==> config.mk <==
export PLATFORM = sky130hd
export DESIGN_NAME = supply_supervisor_window_watchdog
export DESIGN_NICKNAME = d
export VERILOG_FILES = /design/src/design/supervisor_pkg.sv /design/src/design/supply_level_filter.sv /design/src/design/supply_supervisor_window_watchdog.sv
export SDC_FILE = /design/constraint.sdc
export NUM_CORES = 1
export LEC_CHECK = 0
export ABC_AREA = 1
export BUFFER_PORTS_ARGS = -buffer_cell sky130_fd_sc_hd__buf_2
export CAP_MARGIN = 40
export CORE_UTILIZATION = 30
export DETAILED_ROUTE_END_ITERATION = 10
export GPL_TIMING_DRIVEN = 0
export PLACE_DENSITY_LB_ADDON = 0.15
export SLEW_MARGIN = 20
export SYNTH_ARGS = -nofsm -noshare
export SYNTH_HDL_FRONTEND = slang
export SYNTH_SLANG_ARGS = --single-unit
==> constraint.sdc <==
create_clock -name SYS_CLK_I -period 2.3 [get_ports SYS_CLK_I]
set_input_delay 0.115 -clock SYS_CLK_I [delete_from_list [all_inputs] [get_ports SYS_CLK_I]]
set_output_delay 0.115 -clock SYS_CLK_I [all_outputs]
set_load 0.02 [all_outputs]
==> src/design/supervisor_pkg.sv <==
// Constants and helpers for the supply supervisor with window watchdog.
// Assumes a single 20 MHz system clock and no software-visible registers.
package supervisor_pkg;

    // ------------------------------------------------------------------
    // Clock and timing
    // ------------------------------------------------------------------
    localparam longint unsigned CLK_HZ          = 64'd20_000_000;
    localparam longint unsigned MS_PER_S        = 64'd1000;
    localparam longint unsigned WD_PERIOD_MS    = 64'd100;
    localparam int unsigned     WD_PERIOD_CYC   =
        int'((WD_PERIOD_MS * CLK_HZ) / MS_PER_S);

    // Window proportions of the watchdog period
    localparam int unsigned CLOSED_NUM      = 32'd4;
    localparam int unsigned CLOSED_DEN      = 32'd5;
    localparam int unsigned OPEN_NUM        = 32'd2;
    localparam int unsigned OPEN_DEN        = 32'd5;
    localparam int unsigned PULSE_NUM       = 32'd1;
    localparam int unsigned PULSE_DEN       = 32'd40;

    // Valid clears needed before the enable output goes active
    localparam logic [1:0]  KICKS_FOR_ENABLE = 2'h3;

    // ------------------------------------------------------------------
    // Types
    // ------------------------------------------------------------------
    typedef enum logic [1:0] {
        ST_STARTUP = 2'h0,
        ST_CLOSED  = 2'h1,
        ST_OPEN    = 2'h3,
        ST_PULSE   = 2'h2
    } wd_state_type;

    // Fraction of a period in cycles, rounded down, never below one
    function automatic logic [31:0] period_part(
        input logic [31:0] period,
        input int unsigned num,
        input int unsigned den
    );
        longint unsigned prod;
        prod = (longint'(period) * num) / den;
        if (prod == 64'd0) begin
            period_part = 32'h1;
        end else begin
            period_part = prod[31:0];
        end
    endfunction : period_part

endpackage : supervisor_pkg

==> src/design/supply_level_filter.sv <==
// Supply level qualifier: synchronises the two comparator results and
// applies hysteresis. Assumes both comparator inputs are asynchronous.
`timescale 1ns/100ps
module supply_level_filter
    import supervisor_pkg::*;
(
    // Clock and reset
    input  wire logic clk_i,
    input  wire logic rstn_i,
    // Comparator results
    input  wire logic above_ref_i,
    input  wire logic above_release_i,
    // Qualified supply state
    output logic      supply_ok_o
);

    // ------------------------------------------------------------------
    // Synchronisers
    // ------------------------------------------------------------------
    logic [1:0] ref_sync;
    logic [1:0] rel_sync;
    logic [1:0] next_ref_sync;
    logic [1:0] next_rel_sync;
    logic       next_supply_ok;

    always_comb begin
        next_ref_sync = {ref_sync[0], above_ref_i};
        next_rel_sync = {rel_sync[0], above_release_i};
        next_supply_ok = supply_ok_o;
        if (!ref_sync[1]) begin
            next_supply_ok = 1'b0;
        end else if (rel_sync[1]) begin
            next_supply_ok = 1'b1;
        end
        if (!rstn_i) begin
            next_ref_sync  = 2'h0;
            next_rel_sync  = 2'h0;
            next_supply_ok = 1'b0;
        end
    end

    always_ff @(posedge clk_i) begin
        ref_sync    <= next_ref_sync;
        rel_sync    <= next_rel_sync;
        supply_ok_o <= next_supply_ok;
    end

endmodule : supply_level_filter

==> src/design/supply_supervisor_window_watchdog.sv <==
// Supply supervisor with windowed watchdog and three-clear enable gate.
// Assumes comparator results and the clear pin arrive asynchronously.
//
// Function
// - After the supply recovers, the hold output stays low for the startup time before release.
// - The hold output is driven low whenever the supply is below the reference.
// - A clear during the closed window causes a watchdog reset.
// - No clear before the open window ends causes a watchdog reset.
// - The enable output stays inactive until three consecutive valid clears.
// - Reset asserts below the reference and releases above reference plus hysteresis.
// - Each restart runs 0.8 periods closed then 0.4 periods open.
// - A watchdog reset pulse lasts one fortieth of the period.
// - The startup hold time equals the watchdog period.
`timescale 1ns/100ps
module supply_supervisor_window_watchdog
    import supervisor_pkg::*;
#(
    parameter int unsigned WD_PERIOD_CYCLES = WD_PERIOD_CYC
)
(
    // Clock and reset
    input  wire logic SYS_CLK_I,
    input  wire logic RSTN_I,
    // Supply comparator results
    input  wire logic SENSE_ABOVE_REF_I,
    input  wire logic SENSE_ABOVE_RELEASE_I,
    // Watchdog clear from host
    input  wire logic WD_KICK_N_I,
    // Open-drain system hold
    output logic      SYSTEM_HOLD_N_O,
    output logic      SYSTEM_HOLD_OE_N_O,
    // System enable
    output logic      SYSTEM_ENABLE_N_O
);

    // ------------------------------------------------------------------
    // Derived cycle counts
    // ------------------------------------------------------------------
    localparam logic [31:0] PERIOD_CYC  = WD_PERIOD_CYCLES;
    localparam logic [31:0] STARTUP_CYC = PERIOD_CYC;
    localparam logic [31:0] CLOSED_CYC  =
        period_part(PERIOD_CYC, CLOSED_NUM, CLOSED_DEN);
    localparam logic [31:0] OPEN_CYC    =
        period_part(PERIOD_CYC, OPEN_NUM, OPEN_DEN);
    localparam logic [31:0] PULSE_CYC   =
        period_part(PERIOD_CYC, PULSE_NUM, PULSE_DEN);

    // ------------------------------------------------------------------
    // Supply qualification
    // ------------------------------------------------------------------
    logic supply_ok;

    supply_level_filter u_level (
        .clk_i           (SYS_CLK_I),
        .rstn_i          (RSTN_I),
        .above_ref_i     (SENSE_ABOVE_REF_I),
        .above_release_i (SENSE_ABOVE_RELEASE_I),
        .supply_ok_o     (supply_ok)
    );

    // ------------------------------------------------------------------
    // Clear pin synchroniser and falling-edge detect
    // ------------------------------------------------------------------
    logic [2:0] kick_sync;
    logic [2:0] next_kick_sync;
    logic       kick;

    always_comb begin
        next_kick_sync = {kick_sync[1:0], WD_KICK_N_I};
        if (!RSTN_I) begin
            next_kick_sync = 3'h7;
        end
    end

    always_ff @(posedge SYS_CLK_I) begin
        kick_sync <= next_kick_sync;
    end

    // Host pulses the pin low to restart
    assign kick = kick_sync[2] & ~kick_sync[1];

    // ------------------------------------------------------------------
    // Window sequencer
    // ------------------------------------------------------------------
    wd_state_type state;
    wd_state_type next_state;
    logic [31:0]  count;
    logic [31:0]  next_count;
    logic [1:0]   kicks;
    logic [1:0]   next_kicks;
    logic         hold_n;
    logic         next_hold_n;
    logic         enable_n;
    logic         next_enable_n;

    always_comb begin
        next_state = state;
        next_count = count + 32'h1;
        next_kicks = kicks;
        case (state)
            ST_STARTUP: begin
                if (count >= STARTUP_CYC - 32'h1) begin
                    next_state = ST_CLOSED;
                    next_count = 32'h0;
                end
            end
            ST_CLOSED: begin
                if (kick) begin
                    next_state = ST_PULSE;
                    next_count = 32'h0;
                    next_kicks = 2'h0;
                end else if (count >= CLOSED_CYC - 32'h1) begin
                    next_state = ST_OPEN;
                    next_count = 32'h0;
                end
            end
            ST_OPEN: begin
                if (kick) begin
                    next_state = ST_CLOSED;
                    next_count = 32'h0;
                    if (kicks != KICKS_FOR_ENABLE) begin
                        next_kicks = kicks + 2'h1;
                    end
                end else if (count >= OPEN_CYC - 32'h1) begin
                    next_state = ST_PULSE;
                    next_count = 32'h0;
                    next_kicks = 2'h0;
                end
            end
            ST_PULSE: begin
                if (count >= PULSE_CYC - 32'h1) begin
                    next_state = ST_CLOSED;
                    next_count = 32'h0;
                end
            end
            default: begin
                next_state = ST_STARTUP;
                next_count = 32'h0;
                next_kicks = 2'h0;
            end
        endcase
        if (!supply_ok || !RSTN_I) begin
            next_state = ST_STARTUP;
            next_count = 32'h0;
            next_kicks = 2'h0;
        end
        // Hold low while starting up or pulsing
        next_hold_n = (next_state == ST_CLOSED) ||
                      (next_state == ST_OPEN);
        next_enable_n = !(next_hold_n &&
                          next_kicks == KICKS_FOR_ENABLE);
    end

    always_ff @(posedge SYS_CLK_I) begin
        state    <= next_state;
        count    <= next_count;
        kicks    <= next_kicks;
        hold_n   <= next_hold_n;
        enable_n <= next_enable_n;
    end

    // Open drain: drive low only while holding
    assign SYSTEM_HOLD_N_O    = hold_n;
    assign SYSTEM_HOLD_OE_N_O = hold_n;
    assign SYSTEM_ENABLE_N_O  = enable_n;

endmodule : supply_supervisor_window_watchdog

==> flow_summary_export.csv <==
group,metric,value,unit
worst_hold_path,min-delay-path-class,"primary input to flip-flop",
detailed_routing,dr.first_iter.drc_count,94,
worst_setup_path,critical-path-slowest-cell,"sky130_fd_sc_hd__dfxtp_1",
worst_setup_path,setup.worst_path.start_class,"flip-flop",
cts,ctsRootBufferMaster,"sky130_fd_sc_hd__clkbuf_8",
global_route,grt_antenna_before_repair,0,
sta,skew,0.00760,ns
cells_and_area,final-instance-count-excl-fill,447,
place,place_congestion,0.838,
place,portBuffers,6,
cts,cts_tree,"built",
power,ir_worst_vdd,0.305,mV
logic_synthesis,yosysSeqAreaShare,0.409,
detailed_routing,routed-via-count,1925,
power,cellLeakagePower,1.18,nW
floorplanning,die_area,7690,µm²
logic_synthesis,netlist_top_cells_area,"sky130_fd_sc_hd__dfxtp_1 (41%), sky130_fd_sc_hd__nand2_1 (13%), sky130_fd_sc_hd__inv_1 (8.0%)",
logic_synthesis,number_of_enable_type_register_cells_in_the_synthesized_netlist,0,
power,total_power,1.45,mW
cells_and_area,layout_commonest_cell,"sky130_fd_sc_hd__nand2_1",
sta,final_tns_setup,0,ns
worst_setup_path,critPathCaptureType,"flip-flop",
worst_setup_path,worst_path_largest_cell_delay,0.36,ns
detailed_routing,firstDrtPassIters,4,
worst_setup_path,worst_r2r_startpoint,"count[0]",
cts,clk_path_buf_depth,2,
cells_and_area,fin_util,0.366,
worst_setup_path,timing.critical_path.mode_cell,"sky130_fd_sc_hd__nand2_1",
detailed_routing,drc_viols,0,
worst_setup_path,worst_ep_arrival_time,2.16,ns
global_route,grt_pass1_wl,8100,µm
cells_and_area,antennaDiodeCount,0,
power,pwr-share-clk,0.430,
worst_setup_path,reg2reg_to,"count[18]",
worst_setup_path,critical_path_required,2.51,ns
floorplanning,num_io_pins,8,
detailed_routing,ant_nets,0,
floorplanning,core_area,6940,µm²
detailed_routing,drt_wl_total,4560,µm
sta,fmax,0.513,GHz
power,cellPowerDensity,570,nW/µm²
logic_synthesis,post-synth-top-area-fraction,0.409,
power,power.net_switching,308,µW
logic_synthesis,number_of_flip_flops_and_latches_in_the_synthesized_netlist,45,
power,combinational_share_of_power,0.018,
place,place_hpwl,3440,µm
worst_hold_path,min-delay-start,"RSTN_I",
global_route,globalRoute.totalOverflow,0,
worst_setup_path,worstPathCellList,"ha_1 -> nand2_1 -> nor2_2 -> nand2_2 -> nor2_2 -> o21ai_1 -> nand3_1 -> nand2_1 -> nand3_1 -> nand3b_4 -> buf_6 -> nand2_1 -> inv_1",
cells_and_area,finalInstanceArea,2540,µm²
power,power.switching_fraction,0.213,
floorplanning,start_util,0.317,
logic_synthesis,postSynth.topFlopCell,"sky130_fd_sc_hd__dfxtp_1",
global_route,track_usage,0.137,
global_route,maximum_number_of_pins_on_one_net_before_global_route_repair,17,
worst_setup_path,r2r_slack,0.35,ns
worst_setup_path,setup.worst_path.class,"flip-flop to flip-flop",
logic_synthesis,netlist_instances,324,
worst_hold_path,timing.hold.worst_endpoint,"kick_sync[2]",
sta,slew_headroom,0.651,
sta,report.final.setup_viol,0,
flow_run,max_cap_violations,0,
sta,hold_viol_final,0,
status,run_status,"finished, final reports clean",
cts,worst_skew_pair.late_latency,0.31,ns
worst_setup_path,worstPathBufferInverterCount,2,
cts,clkTransAtPathRegs,0.09,ns
place,placed_cells,436,
cells_and_area,layout.cells.most_common_list,"sky130_fd_sc_hd__nand2_1 (75), sky130_fd_sc_hd__inv_1 (47), sky130_fd_sc_hd__dfxtp_1 (45)",
cts,cts_sinks,45,
cts,cts_inserted_buffers,5,
cells_and_area,seq_area,901,µm²
cells_and_area,design.final.nets,356,
worst_setup_path,crit_path_max_fanout,10,
detailed_routing,wl_per_cell,10.2,µm
power,share_seq_of_total_power,0.552,
logic_synthesis,synth.lib_cells_used.distinct,34,
cells_and_area,multi_input_gate_area_in_the_final_layout,1080,µm²
sta,period_needed,1.95,ns
floorplanning,die_height,87.7,µm
cells_and_area,fillerInstances,770,
floorplanning,placementRows,30,
worst_setup_path,critical_path_depth,13,
cells_and_area,drive_above_1_share,0.128,
cts,htree_levels,2,
detailed_routing,vias_per_cell,4.31,
global_route,first_global_vias,1820,
sta,min_period_over_period,0.848,
logic_synthesis,syn_area,2200,µm²
logic_synthesis,synthesis.area_per_instance,6.80,µm²
sta,timing_max_transition_violations_final,0,
cells_and_area,synthToLayoutAreaGrowth,15.3,%
sta,rsz0062_at_grt,"no",
logic_synthesis,yosys_warnings,0,
logic_synthesis,yosys.area.top_type,"sky130_fd_sc_hd__dfxtp_1",
place,placed_cell_area,2390,µm²
worst_setup_path,worst_path_dominant_cell_family,"simple AND/OR/NAND/NOR gates",
power,intPower,1.14,mW
floorplanning,die_width,87.7,µm
worst_setup_path,ff2ff_path_depth,13,
cts,post-cts-setup-buffers,0,
worst_hold_path,worstHoldPathCells,2,
sta,tightestPinTransition,0.524,ns
logic_synthesis,synth_async_reset_ratio,0,
layer usage:
layer  vias up  wire, µm  global-route usage
met1       838      2420               0.183
met2        32      1920               0.215
met4         0        76              0.0537
li1       1048         -                   -
met3         7       139              0.0283
met5         -         0                   0
kinds of logic (layout without fill, tap and decap cells):
kind of cell               after synthesis  in the layout  share of synthesized area
DFF                                     45             45                      0.409
buffers and inverters                   64             81                      0.119
AOI/OAI and AO/OA                       31             31                     0.0784
xor gates and xnor gates                 8              8                     0.0318
adders and majority gates                1              1                    0.00568
and+or+nand+nor                        174            174                      0.355
other                                    1             11                    0.00170
state kept, by name (all words and copies together) (netlist names):
register / cells
kicks: 2
SYSTEM_ENABLE_N_O: 1
u_level.rel_sync: 2
kick_sync: 3
state: 2
u_level.ref_sync: 2
count: 32
u_level.supply_ok_o: 1
area by class of cell:
class                           count  area share
Buffer                              7      0.0187
Clock buffer                        5      0.0271
Clock inverter                      3      0.0197
Inverter                           57      0.0843
Multi-Input combinational cell    225       0.424
Sequential cell                    45       0.355
Tap cell                           96      0.0473
Timing Repair Buffer                9      0.0237
power groups by stage:
stage	clock (mW)	combinational, mW	sequential, mW
after global placement	0	0.0215	0.817
after floorplan	0	0.0156	0.816
final	0.623	0.0256	0.798
after global routing	0.681	0.0304	0.800
after detailed placement	0	0.0217	0.817
after CTS	0.652	0.0256	0.799
worst max-delay path by stage:
stage             start  slack (ns)        end
2_1_floorplan  count[0]        0.69  count[13]
3_3_place_gp   count[0]        0.39  count[18]
3_5_place_dp   count[0]        0.36  count[13]
4_1_cts        count[0]        0.35  count[13]
5_1_grt        count[0]        0.13  count[20]
6_report       count[0]        0.35  count[18]
timing repair:
action                    4_1_cts  5_1_grt
gates resized for setup         0        0
hold buffers                    3        0
hold endpoints to repair        3        0
metrics by stage:
stage	hold WS (ns)	setup slack (ns)
global route	0.0784	0.126
global placement	0.299	0.386
floorplan	0.213	0.688
detailed placement	0.301	0.358
finish	0.0536	0.350
CTS	0.0498	0.346
Yosys cell counts, types with 4 or more instances:
cell type and number:
sky130_fd_sc_hd__nor2_2 4, sky130_fd_sc_hd__xor2_1 6, sky130_fd_sc_hd__dfxtp_1 45, sky130_fd_sc_hd__nor3_1 11, sky130_fd_sc_hd__nand4_1 9, sky130_fd_sc_hd__nand3_1 14, sky130_fd_sc_hd__nand2_2 8, sky130_fd_sc_hd__inv_1 47
sky130_fd_sc_hd__nor2_1 43, sky130_fd_sc_hd__nand2_1 75, sky130_fd_sc_hd__a21oi_1 15, sky130_fd_sc_hd__inv_2 9, sky130_fd_sc_hd__nor4_1 4, sky130_fd_sc_hd__o21ai_0 8
(Power assumes the default switching activity.)
